## config.mk

```make
export PLATFORM = sky130hd
export DESIGN_NAME = scd_cmd_decoder
export DESIGN_NICKNAME = d
export VERILOG_FILES = /design/src/core/scd_cmd_decoder.v
export VERILOG_INCLUDE_DIRS = /design/src /design/src/core
export SDC_FILE = /design/constraint.sdc
export NUM_CORES = 1
export LEC_CHECK = 0
export BUFFER_PORTS_ARGS = -buffer_cell sky130_fd_sc_hd__buf_2
export CAP_MARGIN = 20
export CORE_MARGIN = 8
export CORE_UTILIZATION = 35
export DETAILED_ROUTE_END_ITERATION = 16
export PLACE_DENSITY = 0.66
export SLEW_MARGIN = 10
export SYNTH_ARGS = -nofsm -noshare
export SYNTH_HDL_FRONTEND = slang
export SYNTH_SLANG_ARGS = --single-unit
```

## constraint.sdc

```tcl
create_clock -name ref_clk -period 4.86 [get_ports ref_clk]
set_input_delay 0.486 -clock ref_clk [delete_from_list [all_inputs] [get_ports ref_clk]]
set_output_delay 0.486 -clock ref_clk [all_outputs]
set_load 0.05 [all_outputs]
```

## src/core/scd_consts.vh

```
`ifndef SCD_CONSTS_VH
`define SCD_CONSTS_VH

// --------------------
// register byte offsets
// --------------------
`define SCD_ADDR_W      5
`define SCD_OFS_CMD     5'h00
`define SCD_OFS_MODE    5'h04
`define SCD_OFS_STAT    5'h08
`define SCD_OFS_ISTAT   5'h0c
`define SCD_OFS_IMASK   5'h10

// --------------------
// command codes
// --------------------
`define SCD_CMD_W       6
`define SCD_CMD_TXRST   6'h01
`define SCD_CMD_TXEN    6'h02
`define SCD_CMD_TXDIS   6'h03
`define SCD_CMD_TXCRCI  6'h04
`define SCD_CMD_TXCRCX  6'h05
`define SCD_CMD_EOM     6'h06
`define SCD_CMD_ABORT   6'h07
`define SCD_CMD_MPON    6'h08
`define SCD_CMD_TXCLR   6'h09
`define SCD_CMD_RXRST   6'h11
`define SCD_CMD_RXEN    6'h12

// --------------------
// mode register fields
// --------------------
`define SCD_MODE_W      5
`define SCD_MODE_RST    5'h00
`define SCD_FMT_HI      1
`define SCD_FMT_LO      0
`define SCD_CRCP_BIT    2
`define SCD_CPU_HI      4
`define SCD_CPU_LO      3
`define SCD_FMT_ASYNC   2'h0
`define SCD_FMT_BYTE    2'h1
`define SCD_FMT_BIT     2'h2
`define SCD_CPU_MODE0   2'h0

// --------------------
// interrupt bits, bus responses
// --------------------
`define SCD_IRQ_W       4
`define SCD_IRQ_TXOFF   0
`define SCD_IRQ_ABORT   1
`define SCD_IRQ_RXRST   2
`define SCD_IRQ_BADCMD  3
`define SCD_RESP_OKAY   2'h0
`define SCD_RESP_SLVERR 2'h2

`endif

```

## src/core/scd_cmd_decoder.v

```verilog
`timescale 1ns/1ps
`include "scd_consts.vh"

// Summary of operation
// - tx disable command stops transmitter after buffer (async) or frame (sync) ends.
// - tx disable command drops the transmit ready flag at once.
// - tx crc init command presets crc at next shift-register load.
// - crc exclusion command skips only next character loaded into shift register.
// - end-of-message command tags next character entering transmit buffer as last.
// - word write tags upper byte in cpu mode 0, lower byte otherwise.
// - tagged last character is followed by crc, or fcs plus flag.
// - abort command sends all-ones abort at once and flushes the buffer.
// - mp-bit-on command marks only next character entering transmit buffer.
// - tx buffer clear command flushes buffer, no register touched.
// - rx reset halts receiver, flushes receive buffer, clears receive status.
// - command register is write-only, reads zero, upper two bits ignored.
// - tx reset disables transmitter at mark, clears buffer, status, break.
// - tx enable moves a disabled transmitter to idle.
module scd_cmd_decoder (
    input  wire        ref_clk,
    input  wire        rstn,
    input  wire        s_axi_awvalid,
    output wire        s_axi_awready,
    input  wire [31:0] s_axi_awaddr,
    input  wire        s_axi_wvalid,
    output wire        s_axi_wready,
    input  wire [31:0] s_axi_wdata,
    input  wire [3:0]  s_axi_wstrb,
    output wire        s_axi_bvalid,
    input  wire        s_axi_bready,
    output wire [1:0]  s_axi_bresp,
    input  wire        s_axi_arvalid,
    output wire        s_axi_arready,
    input  wire [31:0] s_axi_araddr,
    output wire        s_axi_rvalid,
    input  wire        s_axi_rready,
    output wire [31:0] s_axi_rdata,
    output wire [1:0]  s_axi_rresp,
    output wire        irq,
    input  wire        tx_shift_load,
    input  wire        tx_buf_load,
    input  wire        tx_buf_word,
    input  wire        tx_buf_room,
    input  wire        tx_buf_empty,
    input  wire        tx_busy,
    input  wire        tx_frame_end,
    output wire        tx_enabled,
    output wire        tx_line_mark,
    output wire        tx_ready_flag,
    output wire        tx_crc_init,
    output wire        tx_crc_skip,
    output wire        tx_eom_tag,
    output wire        tx_eom_hi_byte,
    output wire        tx_trailer_flag,
    output wire        tx_mp_tag,
    output wire        tx_abort,
    output wire        tx_buf_flush,
    output wire        tx_status_clear,
    output wire        line_break_clear,
    output wire        rx_enabled,
    output wire        rx_buf_flush,
    output wire        rx_status_clear,
    output wire        crc_preset_select
);

    // --------------------
    // transmitter and receiver states
    // --------------------
    localparam [2:0] TX_DIS  = 3'h1;
    localparam [2:0] TX_IDLE = 3'h2;
    localparam [2:0] TX_STOP = 3'h4;
    localparam [1:0] RX_DIS  = 2'h1;
    localparam [1:0] RX_ON   = 2'h2;

    reg [2:0]               tx_state_reg;
    reg [2:0]               tx_state_next;
    reg [1:0]               rx_state_reg;
    reg [1:0]               rx_state_next;
    reg [`SCD_MODE_W-1:0]   mode_reg;
    reg [`SCD_IRQ_W-1:0]    istat_reg;
    reg [`SCD_IRQ_W-1:0]    imask_reg;
    reg                     irq_reg, ready_reg;
    reg                     crci_pend_reg, crcx_pend_reg, eom_pend_reg, mp_pend_reg;
    reg                     crc_init_reg, crc_skip_reg, eom_tag_reg, eom_hi_reg;
    reg                     trailer_reg, mp_tag_reg, abort_reg, txflush_reg;
    reg                     txstat_clr_reg, brk_clr_reg, rxflush_reg, rxstat_clr_reg;

    // --------------------
    // axi4-lite write channel
    // --------------------
    reg                     aw_full_reg, aw_open_reg;
    reg                     w_full_reg, w_open_reg;
    reg [`SCD_ADDR_W-1:0]   aw_addr_reg;
    reg [31:0]              w_data_reg;
    reg [3:0]               w_strb_reg;
    reg                     bvalid_reg;
    reg [1:0]               bresp_reg;
    reg                     arready_reg;
    reg                     rvalid_reg;
    reg [31:0]              rdata_reg;
    reg [1:0]               rresp_reg;

    wire wr_go = aw_full_reg & w_full_reg & ~bvalid_reg;
    wire wr_lo = wr_go & w_strb_reg[0];
    wire wr_cmd = wr_lo & (aw_addr_reg == `SCD_OFS_CMD);
    wire [`SCD_CMD_W-1:0] cmd = w_data_reg[`SCD_CMD_W-1:0];
    wire wr_map = (aw_addr_reg == `SCD_OFS_CMD) | (aw_addr_reg == `SCD_OFS_MODE) |
                  (aw_addr_reg == `SCD_OFS_ISTAT) | (aw_addr_reg == `SCD_OFS_IMASK);

    // one command at a time; bresp holds back the next write
    always @(posedge ref_clk) begin
        if (!rstn) begin
            aw_full_reg <= 1'b0;
            w_full_reg  <= 1'b0;
            aw_open_reg <= 1'b1;
            w_open_reg  <= 1'b1;
            aw_addr_reg <= {`SCD_ADDR_W{1'b0}};
            w_data_reg  <= 32'h0000_0000;
            w_strb_reg  <= 4'h0;
            bvalid_reg  <= 1'b0;
            bresp_reg   <= `SCD_RESP_OKAY;
        end else begin
            if (s_axi_awvalid & ~aw_full_reg) begin
                aw_full_reg <= 1'b1;
                aw_open_reg <= 1'b0;
                aw_addr_reg <= s_axi_awaddr[`SCD_ADDR_W-1:0];
            end
            if (s_axi_wvalid & ~w_full_reg) begin
                w_full_reg <= 1'b1;
                w_open_reg <= 1'b0;
                w_data_reg <= s_axi_wdata;
                w_strb_reg <= s_axi_wstrb;
            end
            if (wr_go) begin
                bvalid_reg <= 1'b1;
                bresp_reg  <= wr_map ? `SCD_RESP_OKAY : `SCD_RESP_SLVERR;
            end
            if (bvalid_reg & s_axi_bready) begin
                bvalid_reg  <= 1'b0;
                aw_open_reg <= 1'b1;
                w_open_reg  <= 1'b1;
                aw_full_reg <= 1'b0;
                w_full_reg  <= 1'b0;
            end
        end
    end

    // --------------------
    // axi4-lite read channel
    // --------------------
    wire [`SCD_ADDR_W-1:0] ra = s_axi_araddr[`SCD_ADDR_W-1:0];
    wire [31:0] stat_word = {20'h0_0000, rx_state_reg, tx_state_reg, mp_pend_reg,
                             eom_pend_reg, crcx_pend_reg, crci_pend_reg,
                             tx_buf_empty, tx_busy, ready_reg};

    always @(posedge ref_clk) begin
        if (!rstn) begin
            arready_reg <= 1'b0;
            rvalid_reg  <= 1'b0;
            rdata_reg   <= 32'h0000_0000;
            rresp_reg   <= `SCD_RESP_OKAY;
        end else begin
            arready_reg <= 1'b0;
            if (s_axi_arvalid & ~arready_reg & ~rvalid_reg) begin
                arready_reg <= 1'b1;
                rvalid_reg  <= 1'b1;
                rresp_reg   <= `SCD_RESP_OKAY;
                case (ra)
                    `SCD_OFS_CMD:   rdata_reg <= 32'h0000_0000;
                    `SCD_OFS_MODE:  rdata_reg <= {27'h000_0000, mode_reg};
                    `SCD_OFS_STAT:  rdata_reg <= stat_word;
                    `SCD_OFS_ISTAT: rdata_reg <= {28'h000_0000, istat_reg};
                    `SCD_OFS_IMASK: rdata_reg <= {28'h000_0000, imask_reg};
                    default: begin
                        rdata_reg <= 32'h0000_0000;
                        rresp_reg <= `SCD_RESP_SLVERR;
                    end
                endcase
            end else if (rvalid_reg & s_axi_rready) begin
                rvalid_reg <= 1'b0;
            end
        end
    end

    // --------------------
    // transmitter and receiver state
    // --------------------
    wire fmt_async = (mode_reg[`SCD_FMT_HI:`SCD_FMT_LO] == `SCD_FMT_ASYNC);
    wire fmt_bit   = (mode_reg[`SCD_FMT_HI:`SCD_FMT_LO] == `SCD_FMT_BIT);
    wire stop_done = fmt_async ? (tx_buf_empty & ~tx_busy) : tx_frame_end;

    always @* begin
        tx_state_next = tx_state_reg;
        case (tx_state_reg)
            TX_DIS: begin
                if (wr_cmd & (cmd == `SCD_CMD_TXEN))
                    tx_state_next = TX_IDLE;
            end
            TX_IDLE: begin
                if (wr_cmd & (cmd == `SCD_CMD_TXDIS))
                    tx_state_next = TX_STOP;
            end
            TX_STOP: begin
                if (stop_done)
                    tx_state_next = TX_DIS;
            end
            default: tx_state_next = TX_DIS;
        endcase
        if (wr_cmd & (cmd == `SCD_CMD_TXRST))
            tx_state_next = TX_DIS;
    end

    always @* begin
        rx_state_next = rx_state_reg;
        case (rx_state_reg)
            RX_DIS:  if (wr_cmd & (cmd == `SCD_CMD_RXEN)) rx_state_next = RX_ON;
            RX_ON:   rx_state_next = RX_ON;
            default: rx_state_next = RX_DIS;
        endcase
        if (wr_cmd & (cmd == `SCD_CMD_RXRST))
            rx_state_next = RX_DIS;
    end

    // --------------------
    // command decode and one-shot tags
    // --------------------
    // tags are armed by a command and spent by the next load; a load in
    // the command's own cycle belongs to the older character
    wire is_rst = wr_cmd & (cmd == `SCD_CMD_TXRST);
    wire is_clr = wr_cmd & ((cmd == `SCD_CMD_TXCLR) | (cmd == `SCD_CMD_ABORT));

    always @(posedge ref_clk) begin
        if (!rstn) begin
            tx_state_reg   <= TX_DIS;
            rx_state_reg   <= RX_DIS;
            ready_reg      <= 1'b0;
            {crci_pend_reg, crcx_pend_reg, eom_pend_reg, mp_pend_reg} <= 4'h0;
            {crc_init_reg, crc_skip_reg, eom_tag_reg, eom_hi_reg, trailer_reg} <= 5'h00;
            {mp_tag_reg, abort_reg, txflush_reg, txstat_clr_reg} <= 4'h0;
            {brk_clr_reg, rxflush_reg, rxstat_clr_reg} <= 3'h0;
        end else begin
            tx_state_reg   <= tx_state_next;
            rx_state_reg   <= rx_state_next;
            crc_init_reg   <= tx_shift_load & crci_pend_reg;
            crc_skip_reg   <= tx_shift_load & crcx_pend_reg;
            eom_tag_reg    <= tx_buf_load & eom_pend_reg;
            mp_tag_reg     <= tx_buf_load & mp_pend_reg;
            {abort_reg, txflush_reg, txstat_clr_reg} <= 3'h0;
            {brk_clr_reg, rxflush_reg, rxstat_clr_reg} <= 3'h0;
            ready_reg <= (tx_state_next == TX_IDLE) & tx_buf_room;
            if (tx_shift_load) crci_pend_reg <= 1'b0;
            if (wr_cmd & (cmd == `SCD_CMD_TXCRCI)) crci_pend_reg <= 1'b1;
            if (tx_shift_load) crcx_pend_reg <= 1'b0;
            if (wr_cmd & (cmd == `SCD_CMD_TXCRCX)) crcx_pend_reg <= 1'b1;
            if (tx_buf_load) eom_pend_reg <= 1'b0;
            if (wr_cmd & (cmd == `SCD_CMD_EOM)) eom_pend_reg <= 1'b1;
            eom_hi_reg <= tx_buf_word &
                          (mode_reg[`SCD_CPU_HI:`SCD_CPU_LO] == `SCD_CPU_MODE0);
            // fcs plus flag in bit sync
            trailer_reg <= fmt_bit;
            if (tx_buf_load) mp_pend_reg <= 1'b0;
            if (wr_cmd & (cmd == `SCD_CMD_MPON)) mp_pend_reg <= 1'b1;
            if (wr_cmd & (cmd == `SCD_CMD_ABORT)) abort_reg <= 1'b1;
            if (is_clr | is_rst) txflush_reg <= 1'b1;
            if (is_rst) begin
                txstat_clr_reg <= 1'b1;
                brk_clr_reg    <= 1'b1;
                crci_pend_reg  <= 1'b0;
                crcx_pend_reg  <= 1'b0;
                eom_pend_reg   <= 1'b0;
                mp_pend_reg    <= 1'b0;
            end
            if (wr_cmd & (cmd == `SCD_CMD_RXRST)) begin
                rxflush_reg    <= 1'b1;
                rxstat_clr_reg <= 1'b1;
            end
        end
    end

    // --------------------
    // mode, interrupt status and mask
    // --------------------
    wire [`SCD_IRQ_W-1:0] ev;
    // transmit codes form one contiguous run
    wire known = ((cmd >= `SCD_CMD_TXRST) & (cmd <= `SCD_CMD_TXCLR)) |
                 (cmd == `SCD_CMD_RXRST) | (cmd == `SCD_CMD_RXEN);
    assign ev[`SCD_IRQ_TXOFF]  = (tx_state_reg == TX_STOP) & (tx_state_next == TX_DIS);
    assign ev[`SCD_IRQ_ABORT]  = wr_cmd & (cmd == `SCD_CMD_ABORT);
    assign ev[`SCD_IRQ_RXRST]  = wr_cmd & (cmd == `SCD_CMD_RXRST);
    assign ev[`SCD_IRQ_BADCMD] = wr_cmd & ~known;

    wire [`SCD_IRQ_W-1:0] w1c = (wr_lo & (aw_addr_reg == `SCD_OFS_ISTAT)) ?
                                w_data_reg[`SCD_IRQ_W-1:0] : {`SCD_IRQ_W{1'b0}};
    wire [`SCD_IRQ_W-1:0] istat_next = (istat_reg & ~w1c) | ev;

    // new events win over a clear in the same cycle
    always @(posedge ref_clk) begin
        if (!rstn) begin
            mode_reg  <= `SCD_MODE_RST;
            istat_reg <= {`SCD_IRQ_W{1'b0}};
            imask_reg <= {`SCD_IRQ_W{1'b0}};
            irq_reg   <= 1'b0;
        end else begin
            istat_reg <= istat_next;
            irq_reg   <= |(istat_next & imask_reg);
            if (wr_lo & (aw_addr_reg == `SCD_OFS_MODE))
                mode_reg <= w_data_reg[`SCD_MODE_W-1:0];
            if (wr_lo & (aw_addr_reg == `SCD_OFS_IMASK))
                imask_reg <= w_data_reg[`SCD_IRQ_W-1:0];
        end
    end

    // --------------------
    // outputs
    // --------------------
    assign s_axi_awready     = aw_open_reg;
    assign s_axi_wready      = w_open_reg;
    assign s_axi_bvalid      = bvalid_reg;
    assign s_axi_bresp       = bresp_reg;
    assign s_axi_arready     = arready_reg;
    assign s_axi_rvalid      = rvalid_reg;
    assign s_axi_rdata       = rdata_reg;
    assign s_axi_rresp       = rresp_reg;
    assign irq               = irq_reg;
    assign tx_enabled        = ~tx_state_reg[0];
    assign tx_line_mark      = tx_state_reg[0];
    assign tx_ready_flag     = ready_reg;
    assign tx_crc_init       = crc_init_reg;
    assign tx_crc_skip       = crc_skip_reg;
    assign tx_eom_tag        = eom_tag_reg;
    assign tx_eom_hi_byte    = eom_hi_reg;
    assign tx_trailer_flag   = trailer_reg;
    assign tx_mp_tag         = mp_tag_reg;
    assign tx_abort          = abort_reg;
    assign tx_buf_flush      = txflush_reg;
    assign tx_status_clear   = txstat_clr_reg;
    assign line_break_clear  = brk_clr_reg;
    assign rx_enabled        = rx_state_reg[1];
    assign rx_buf_flush      = rxflush_reg;
    assign rx_status_clear   = rxstat_clr_reg;
    assign crc_preset_select = mode_reg[`SCD_CRCP_BIT];

endmodule // scd_cmd_decoder

```

Yosys cells after proc, flatten, opt, wreduce, memory -nomap -nowiden
Index checks and enable logic that the tools add are counted.

word-level totals
  word-level logic and storage cells = 156
  flip-flop bits (word level) = 89
  output and inout bits = 59
  bits of input ports = 114

operators by class
  reductions and logical operators = 14
  equal/unequal tests = 27
  bitwise logic cells = 54
  magnitude comparators = 2
  muxes and demuxes = 25

operators with widths
  cell                count
  $pmux 12 s4         1
  $and 1x1->1         34
  $eq 6x3->1 const B  4
  $eq 5x4->1 const B  3
  $mux 1              14
  $eq 6x2->1 const B  2
  $eq 6x4->1 const B  2
  $eq 6x5->1 const B  2
  $mux 3              4
  $eq 5x3->1 const B  2
  $eq 5x5->1 const B  2
  $logic_not 5->1     2
  $reduce_bool 2->1   5
  $not 1->1           9
  $pmux 3 s3          1
  $and 4x4->4         2
  $or 1x1->1          7
  $eq 3x1->1 const B  2
  $eq 3x2->1 const B  2
  $eq 6x1->1 const B  1
  $ge 6x1->1 const B  1
  $le 6x4->1 const B  1
  $mux 2              3
  $reduce_or 2->1     3
  11 further kinds    13

Depth between registers and ports, before layout
Gate-level depths: netlist (run 1).

  depth in word-level cells = 13
  depth in mapped cells = 6

Least setup slack after synthesis (run 1)
OpenSTA, ideal clock, no wires.

  path kind = register to register
  start point = register tx_state_reg[0]
  end point = register ready_reg (netlist: tx_ready_flag)
  path slack = 2802 ps
  required time = 4773 ps
  cell stages (with the launch flop) = 5
  arrival time = 1971 ps
  cell sequence = dfxtp_1 inv_1 or3_1 o31a_1 nor4b_2

on the way
  longest elaborated chain between the ends = 5
  elaborated cells on any way between the ends = 10
  those cells by class = 4 x eq/ne; 5 x mux; 1 x bitwise

RTL lines
  element                             RTL line               source
  start: declaration                  scd_cmd_decoder.v:75   reg [2:0] tx_state_reg;
  start signal: assignment            scd_cmd_decoder.v:242  tx_state_reg <= tx_state_next;
  $eq 3x3->1 (tied with other cells)  scd_cmd_decoder.v:194  case (tx_state_reg)
  $pmux 3 s3 *                        scd_cmd_decoder.v:194
  $mux 3 *                            scd_cmd_decoder.v:209  if (wr_cmd & (cmd == `SCD_CMD_TXRST))
  $eq 3x2->1 *                        scd_cmd_decoder.v:250  ready_reg <= (tx_state_next == TX_IDLE) & tx_buf_room;
  $and 1x1->1 *                       scd_cmd_decoder.v:250
  end signal: assignment              scd_cmd_decoder.v:250
  end: declaration                    scd_cmd_decoder.v:82   reg irq_reg, ready_reg;

Mark *: on every way between the ends. The rest lies on a longest branch, timed or not.
A chain may end at the register's enable or synchronous reset.

Worst setup path in the final report (run 1)
  start point = register aw_full_reg
  end point = register irq_reg (netlist: irq)

on the way
  longest elaborated chain between the ends = 13
  elaborated cells on any way between the ends = 23
  those cells by class = 1 x eq/ne; 5 x mux; 16 x bitwise; 1 x reduce/logical

RTL lines
  element                                RTL line                                      source
  start: declaration                     scd_cmd_decoder.v:91                          reg aw_full_reg, aw_open_reg;
  start signal: assignment               scd_cmd_decoder.v:113                         aw_full_reg <= 1'b0;
  start signal: assignment               scd_cmd_decoder.v:124                         aw_full_reg <= 1'b1;
  start signal: assignment               scd_cmd_decoder.v:142                         aw_full_reg <= 1'b0;
  $and 1x1->1 * (2 in a row)             scd_cmd_decoder.v:103                         wire wr_go = aw_full_reg & w_full_reg & ~bvalid_reg;
  $and 1x1->1 *                          scd_cmd_decoder.v:104                         wire wr_lo = wr_go & w_strb_reg[0];
  $and 1x1->1                            scd_cmd_decoder.v:105                         wire wr_cmd = wr_lo & (aw_addr_reg == `SCD_OFS_CMD);
  $and 1x1->1, on equally long branches  scd_cmd_decoder.v:200, scd_cmd_decoder.v:196
  $mux 3, on equally long branches       scd_cmd_decoder.v:200, scd_cmd_decoder.v:196
  $pmux 3 s3                             scd_cmd_decoder.v:194
  $mux 3                                 scd_cmd_decoder.v:209
  $eq 3x1->1                             scd_cmd_decoder.v:287                         assign ev[`SCD_IRQ_TXOFF] = (tx_state_reg == TX_STOP) & (tx_state_next == TX_DIS);
  $and 1x1->1                            scd_cmd_decoder.v:287
  $or 4x4->4 *                           scd_cmd_decoder.v:294                         wire [`SCD_IRQ_W-1:0] istat_next = (istat_reg & ~w1c) | ev;
  $and 4x4->4 *                          scd_cmd_decoder.v:305                         irq_reg <= |(istat_next & imask_reg);
  $reduce_or 4->1 *                      scd_cmd_decoder.v:305
  end signal: assignment                 scd_cmd_decoder.v:305
  end: declaration                       scd_cmd_decoder.v:82

Marked as above.

==> metrics, run 1 <==
status finished, final reports clean; Synth Warn # 0; Die Ht 110 µm; met3 Usage GRT 4.16%; Routed WL per cell 15.1 µm; die width 110 µm; DIE AREA 0.0121 mm²; Levels on crit path 5; Crit. End Element register; Syn Area/Cell a little under 9 µm²; clock tree sinks 67; first-pass GRT wire length 12.9 mm; min Tclk post-route between 2 and 2.5 ns; n_diodes 0; Final HPWL DP 5.92 mm; total number of H-tree levels 3; detail-routed via count per cell 5.03; Seq/Total Area, Yosys a little over two fifths; Boundary Pins between 150 and 200; CP startpoint aw_full_reg; Area growth, synth to finish 16.3%; clk root buf clkbuf_8; Peak VDD IR 165 µV; Critical Path AT about 2.3 ns; Site Rows 34; pwr/cell area 345 mW/mm²; Max-Cap Viols 0; nets@finish around 520; Core Region approximately 0.0086 mm²; CP peak stage delay around 0.66 ns; Top FF cell, synth dfxtp_1; layout cells sized above 1 22.2%; DRC violations left 0; initial core utilization 35.6%; 1st-pass router iterations 4; Netlist Area Pre-Place roughly 0.0031 mm²; most frequent cells in the layout dfxtp_1 (67), buf_2 (67), nor2_1 (37); FF+latch count, synth between 60 and 70; EDFF count, synth 0; later-pin clock latency in the skew report approximately 0.34 ns; DRT iter0 DRCs between 150 and 200; fin crit share roughly 42%; Max FO, Critical Path 6; WL final approximately 8 mm; worst min-delay path category input pin to register; via count 2624; critical path endpoint irq; port bufs 67; CTS tree built; met1 Usage GRT roughly 16%; Fin Setup TNS 0 ns; max FFs per register 12; Final Wtd Congestion slightly above 0.8; clk_skew ~0.011 ns; met2 Resource Use GR approximately 22%; total gr overflow 0; Total GRT Usage 13.5%; Finished Layout Cells between 500 and 600; cell depth of the worst flop-to-flop path 5; post-CTS setup buffers 0; Resized cells post-CTS 0; Lkg Pwr 0.00149 µW; Final Max Tran Viols 0; Netlist cell types 52; FMAX 488 MHz; # setup viols final 0; Async SR Flop Fraction 0%; RSZ-0062 raised after global routing false; Final ANT Viol Nets 0; initial antenna violation count 0; hold buffers post-CTS 0; critical path type register to register; Worst setup SP type register; TritonCTS Buffers 9; largest net degree at the start of global routing 26; gr busiest metal met2; CP bufs+invs 0; r2r setup slk 2.81 ns; final-report hold violation count 0; crit path cell chain nor4bb_1 -> a41oi_1 -> a211oi_1 -> o211ai_1 -> a221o_1; family with the most delay on the worst path compound AO/OA/AOI/OAI gates; max_slew headroom between 30% and 40%; CP Data Required Time 5.09 ns; Post-Synthesis Cells about 350; vias in the first global route between 2000 and 3000; worst r2r src aw_full_reg; r2r endpoint irq; worst slew pin tran 0.996 ns; clk slew on worst S/H paths ~0.080 ns; Crit-path slowest cell nor4bb_1; clk buf depth 2; DP Cell Count roughly 510
## final cells by class
type / count / area (µm²)
fillers: 905 / 5050
multi-input cells: 254 / 1530
flip-flops and latches: 67 / 1340
repair buffers: 68 / 343
clock buffers: 11 / 141
well taps: 108 / 135
clock inverters: 5 / 52.6
inverters: 9 / 33.8
## per-stage QoR
stage	power (µW)	cell area (µm²)	util, %	worst slack [ns]	hold WS, ns
floorplan	757	3160	-	2.80	0.416
global placement	782	3390	39.2	2.77	0.436
detailed placement	788	3390	39.2	2.76	0.441
CTS	1250	3580	41.5	2.85	0.333
global route	1290	3580	41.5	2.64	0.336
finish	1240	3580	41.5	2.81	0.345
## metal layers
metal | vias to the layer above | routed length (µm) | share of wire (%)
li1 | 1314 | - | -
met1 | 1217 | 3440 | 43
met2 | 85 | 3780 | 48
met3 | 8 | 604 | 7.6
met4 | 0 | 80 | 1.0
met5 | - | 0 | 0
## synthesized netlist by cell type, drive strengths merged, types with 4 or more instances
cell    number  area [µm²]
a22oi        4        30.0
buf         28         195
nor2        37         139
nor3        11        60.1
a31oi        4        25.0
nand3       20         105
o21ai       15        75.1
clkbuf      14        52.6
nand4        4        25.0
nand2       24        90.1
a22o         4        35.0
and3         6        37.5
nor2b        8        50.1
dfxtp       67        1340
nor4b        6        80.1
a21oi       23         115
mux2i       22         220
nand2b       6        37.5
inv          9        33.8
## worst reg2reg max path: cells and delay by family, from the launching register on
| family | cells | cell delay [ns] |
|---|---|---|
| simple gates | 1 | 0.66 |
| compound gates | 4 | 0.88 |
| flops | 1 | 0.40 |
## logic make-up after synthesis
group / share of synthesized area (%)
AOI/OAI and AO/OA: 13.6
adders and majority gates: 0.406
buffers and inverters: 9.15
DFF: 43.6
muxes: 7.15
other: 0.122
and+or+nand+nor: 26.0
## report_power, final
part	leakage, µW	internal, µW	switching [µW]	total [µW]
clock network	0.0000991	248	213	461
registers	0.000545	568	26.0	594
logic	0.000847	51.3	130	181
## worst min path at each step
stage | from | endpoint | slack, ns | depth (start not counted)
CTS | s_axi_wvalid | w_full_reg | 0.33 | 2
global placement | s_axi_rdata[11] | s_axi_rdata[11] | 0.44 | 2
finish | s_axi_wvalid | w_full_reg | 0.34 | 2
floorplan | mode_reg[4] | tx_eom_hi_byte | 0.42 | 1
detailed placement | s_axi_rdata[7] | s_axi_rdata[7] | 0.44 | 2
global route | s_axi_wvalid | w_full_reg | 0.34 | 2
Note: power is estimated with default switching activity, not from simulation.
==> run 2: changes to the inputs <==
- clock period: 4.86 -> 2 ns (I/O delays scaled with it)
==> metrics, run 2 (synthesis results as in run 1) <==
clk_skew 0.0113 ns (+0.000340 ns); nets@finish 548 (+4.6%); critical path type register to register; initial antenna violation count 0 (unchanged); Die Ht 110 µm (unchanged); post-CTS setup buffers 0 (unchanged); status finished, final reports clean; max_slew headroom 61.1% (+28 points); total number of H-tree levels 3 (unchanged); 1st-pass router iterations 4 (unchanged); Max-Cap Viols 0 (unchanged); final-report hold violation count 0 (unchanged); clk root buf clkbuf_8; Routed WL per cell 14.8 µm (-2.1%); fin crit share 94.4% (+52 points); DRC violations left 0 (unchanged); most common cell after layout, fill and taps aside buf_2; Final Util 44.1% (+2.6 points); later-pin clock latency in the skew report 0.34 ns (about the same); Layout fillers 879 (-2.9%); pwr/cell area 836 mW/mm² (+140%); largest net degree at the start of global routing 22 (-15%); CP Data Required Time 2.25 ns (-2.84 ns); Max FO, Critical Path 6 (unchanged); layout cells sized above 1 27.6% (+5.4 points); most frequent cells in the layout buf_2 (67), dfxtp_1 (65), nor2_1 (37); DRT iter0 DRCs 193 (+18%); first-pass GRT wire length 13.0 mm (+1.1%); total gr overflow 0 (unchanged); max FFs per register 12 (unchanged); Final Worst Setup Slack 0.112 ns (-2.70 ns); clk slew on worst S/H paths 0.08 ns (about the same); detail-routed via count per cell 4.94 (-1.8%); DP Cell Count 530 (+4.7%); clock tree sinks 67 (unchanged); Worst setup SP type register; worst slack, placed 0.117 ns (-2.64 ns); DIE AREA 0.0121 mm² (unchanged); Final Max Tran Viols 0 (unchanged); Net Sw Power 913 µW (+150%); Peak VDD IR 394 µV (+140%); worst min-delay path category input pin to register; Pint 2270 µW (+160%); vias in the first global route 2677 (+3.7%); WL final 8.10 mm (+2.4%); Flop pwr share 45.1% (-2.9 points); min Tclk post-route 1.89 ns (-0.162 ns); Final ANT Viol Nets 0 (unchanged); FMAX 530 MHz (+8.6%); Critical Path AT 2.13 ns (-0.15 ns); TritonCTS Buffers 9 (unchanged); via count 2695 (+2.7%); die width 110 µm (unchanged); port bufs 67 (unchanged); initial core utilization 35.6% (unchanged); Site Rows 34 (unchanged); Total GRT Usage 13.7% (+0.16 points); Core Region 0.00864 mm² (unchanged); Final HPWL DP 6.27 mm (+6.0%); n_diodes 0 (unchanged); CTS tree built; switching part of the total 28.7% (-1.2 points); clock power share 39.6% (+2.3 points); Finished Layout Cells 546 (+4.6%); Lkg Pwr 0.00161 µW (+8.3%); Boundary Pins 173 (unchanged); RSZ-0062 raised after global routing true; Crit. End Element register; Area growth, synth to finish 23.7%; worst slew pin tran 0.582 ns (-0.413 ns); clk buf depth 2 (unchanged); Final Wtd Congestion 0.821 (-0.80%); Logic pwr share 15.4% (+0.7 points); # setup viols final 0 (unchanged)
-- run 2: cell count changes in the layout (fill, tap and decap cells not counted), sizes merged --
cell      delta
buf         +24
clkinvlp     +2
bufinv       +1
clkbuf       -1
clkinv       -1
inv          -1
-- run 2: cell type report --
cell class              instances  area (µm²)  share of cell area (%)
clock buffers                  10         138                    3.62
clock inverters                 6        88.8                    2.33
inverters                       9        37.5                   0.986
multi-input cells             254        1540                    40.5
flip-flops and latches         67        1340                    35.3
well taps                     108         135                    3.55
repair buffers                 92         523                    13.7
-- run 2: layer usage --
metal / GRT usage [%] / up-vias / wire length, µm
met5: 0 / - / 0
met4: 4.53 / 0 / 75
met3: 4.22 / 4 / 605
met2: 22.4 / 91 / 3870
met1: 16.7 / 1234 / 3550
li1: - / 1366 / -
-- run 2: repair_timing --
action	4_1_cts	5_1_grt
endpoints found under the setup margin	0	3
gates resized for setup	0	2
hold buffers	0	0
-- run 2: worst max-delay path, cell delays in order, from the launching register on --
cell and delay, ns:
dfxtp_1 0.38, nor4b_4 0.36, nand3_2 0.14, or3_1 0.36
o31a_1 0.28, nor4b_2 0.26
-- run 2: metrics by stage --
step                hold WS [ns]  total power [µW]  TNS (ns)  area, µm²
floorplan                  0.310              1840         0       3160
global placement           0.407              1940         0       3570
detailed placement         0.413              1950         0       3570
CTS                       0.0467              3220         0       3800
global route              0.0666              3330   -0.0193       3810
finish                    0.0632              3180         0       3810
-- run 2: final timing paths --
kind,cells past startpoint,end,from,slack (ns)
min reg2reg,2,s_axi_rdata[5],s_axi_rdata[5],0.45
max,5,tx_ready_flag,aw_addr_reg[4],0.11
max reg2reg,5,tx_ready_flag,aw_addr_reg[4],0.11
min,2,aw_full_reg,s_axi_awvalid,0.06
-- run 2: power by group through the flow --
stage,Sequential [µW],Clock (µW),Combinational (µW)
after floorplan,1520,0,324
after global placement,1460,0,479
after detailed placement,1460,0,487
after CTS,1430,1290,489
after global routing,1440,1360,531
final,1430,1260,489
==> run 3: changes to the inputs <==
- CELL_PAD_IN_SITES_DETAIL_PLACEMENT: default -> 1
- CELL_PAD_IN_SITES_GLOBAL_PLACEMENT: default -> 1
- CORE_UTILIZATION: 35 -> 31
- PLACE_DENSITY: 0.66 -> default
- PLACE_DENSITY_LB_ADDON: default -> 0.1
==> metrics, run 3 (synthesis results as in run 1) <==
Total GRT Usage 14.3% (+0.65 points); gr busiest metal met2; Final Max Tran Viols 0 (unchanged); Final Util 39.1% (-5.0 points); register area 0.00134 mm² (unchanged); Resized cells post-CTS 0 (unchanged); clk root buf clkbuf_8; # setup viols final 0 (unchanged); port bufs 67 (unchanged); worst min-delay path category input pin to register; layout cells sized above 1 27.4% (-0.19 points); Max FO, Critical Path 6 (unchanged); most common cell after layout, fill and taps aside buf_2; clock tree sinks 67 (unchanged); DRC violations left 0 (unchanged); 1st-pass router iterations 4 (unchanged); Fin Setup TNS 0 ns (unchanged); detail-routed via count per cell 4.73 (-4.1%); crit path cell chain nor4b_4 -> nand3_2 -> or3_1 -> o31a_1 -> nor4b_2; Logic pwr share 16.9% (+1.5 points); Area growth, synth to finish 23.7% (unchanged); total number of H-tree levels 3 (unchanged); most frequent cells in the layout buf_2 (67), dfxtp_1 (65), nor2_1 (37); fin crit share 94.3% (about the same); Peak VDD IR 283 µV (-28%); post-CTS setup buffers 0 (unchanged); clk slew on worst S/H paths 0.07 ns (about the same); min Tclk post-route 1.89 ns (-0.00158 ns); Lkg Pwr 0.00161 µW (-0.21%); later-pin clock latency in the skew report 0.34 ns (about the same); CP Data Required Time 2.25 ns (about the same); worst r2r src aw_addr_reg[4]; clock power share 34.3% (-5.3 points); hold wc startpoint s_axi_wvalid; TritonCTS Buffers 9 (unchanged); Boundary Pins 173 (unchanged); vias in the first global route 2813 (+5.1%); Net Sw Power 896 µW (-1.8%); Flop pwr share 48.8% (+3.7 points); max_slew headroom 54.2% (-6.9 points); n_diodes 0 (unchanged); CP startpoint aw_addr_reg[4]; Final ANT Viol Nets 0 (unchanged); FMAX 530 MHz (about the same); met2 Resource Use GR 23.5% (+1.2 points); Tot Pwr 2950 µW (-7.4%); CP peak stage delay 0.38 ns (about the same); DRT iter0 DRCs 93 (-52%); clk buf depth 2 (unchanged); WL final 9.26 mm (+14%); CTS tree built; Routed WL per cell 16.1 µm (+8.8%); Max-Cap Viols 0 (unchanged); final-report hold violation count 0 (unchanged); initial core utilization 31.6% (-4.0 points); Final Wtd Congestion 0.786 (-4.3%); Crit-path slowest cell dfxtp_1; largest net degree at the start of global routing 15 (-32%); Core Region 0.00973 mm² (+13%); Site Rows 36 (+5.9%); met1 Usage GRT 17.6% (+0.88 points); Crit. End Element register; DIE AREA 0.0134 mm² (+11%); total gr overflow 0 (unchanged); critical path type register to register; Worst setup SP type register; pwr/cell area 775 mW/mm² (-7.4%); first-pass GRT wire length 14.9 mm (+14%); Layout fillers 1218 (+39%); via count 2717 (+0.82%); hold buffers post-CTS 0 (unchanged); worst slew pin tran 0.686 ns (+0.104 ns); Hold Slack 0.0616 ns (-0.00163 ns); initial antenna violation count 0 (unchanged); Multi-input gate area 0.00154 mm² (unchanged); clk_skew 0.00584 ns (-0.00545 ns); nets@finish 551 (+0.55%); status finished, final reports clean; switching part of the total 30.4% (+1.7 points); Die Ht 116 µm (+5.3%); RSZ-0062 raised after global routing false; die width 116 µm (+5.3%); max FFs per register 12 (unchanged); met3 Usage GRT 3.54% (-0.68 points); Critical Path AT 2.13 ns (about the same); Final HPWL DP 7.38 mm (+18%); Pint 2050 µW (-9.6%)
==> run 3: cell count changes in the layout (fill, tap and decap cells not counted), sizes merged <==
| cell | before | now |
|---|---|---|
| buf | 92 | 95 |
| bufinv | 2 | 0 |
| clkbuf | 10 | 14 |
| clkinvlp | 3 | 1 |
==> run 3: final cells by class <==
cell class	count	share of cell area (%)
Tap cell	133	4.37
Multi-Input combinational cell	254	40.5
Timing Repair Buffer	95	14.3
Clock inverter	2	0.263
Clock buffer	14	4.27
Sequential cell	67	35.3
Inverter	9	0.986
==> run 3: worst max-delay path: cells and delay by family (launching register included) <==
family          cells  cell delay [ns]
flops               1             0.38
simple gates        4             1.14
compound gates      1             0.29
==> run 3: power by group through the flow <==
| stage | Clock (µW) | Combinational [µW] | Sequential, µW |
|---|---|---|---|
| 2_1_floorplan | 0 | 324 | 1520 |
| 5_1_grt | 1110 | 544 | 1440 |
| 6_report | 1010 | 500 | 1440 |
| 4_1_cts | 1050 | 504 | 1440 |
| 3_3_place_gp | 0 | 496 | 1460 |
| 3_5_place_dp | 0 | 501 | 1470 |
==> run 3: path summary, 6_finish.rpt <==
| kind | end | cells after the start | slack (ns) |
|---|---|---|---|
| setup reg to reg | tx_ready_flag | 5 | 0.11 |
| hold / removal | w_full_reg | 2 | 0.06 |
| setup / recovery | tx_ready_flag | 5 | 0.11 |
| hold reg to reg | s_axi_rdata[10] | 2 | 0.45 |
==> run 3: metal layers <==
layer	routed length [µm]	vias up	share of wire (%)
met1	4300	1282	46
met4	131	0	1.4
met3	458	10	4.9
met2	4370	54	47
li1	-	1371	-
met5	0	-	0
==> run 3: metrics by stage <==
stage	instances	instance area (µm²)	worst slack, ns
5_1_grt	574	3810	0.0000682
3_5_place_dp	558	3630	0.0535
4_1_cts	574	3800	0.0563
3_3_place_gp	558	3630	0.0325
6_report	574	3810	0.114
2_1_floorplan	372	3160	0.123
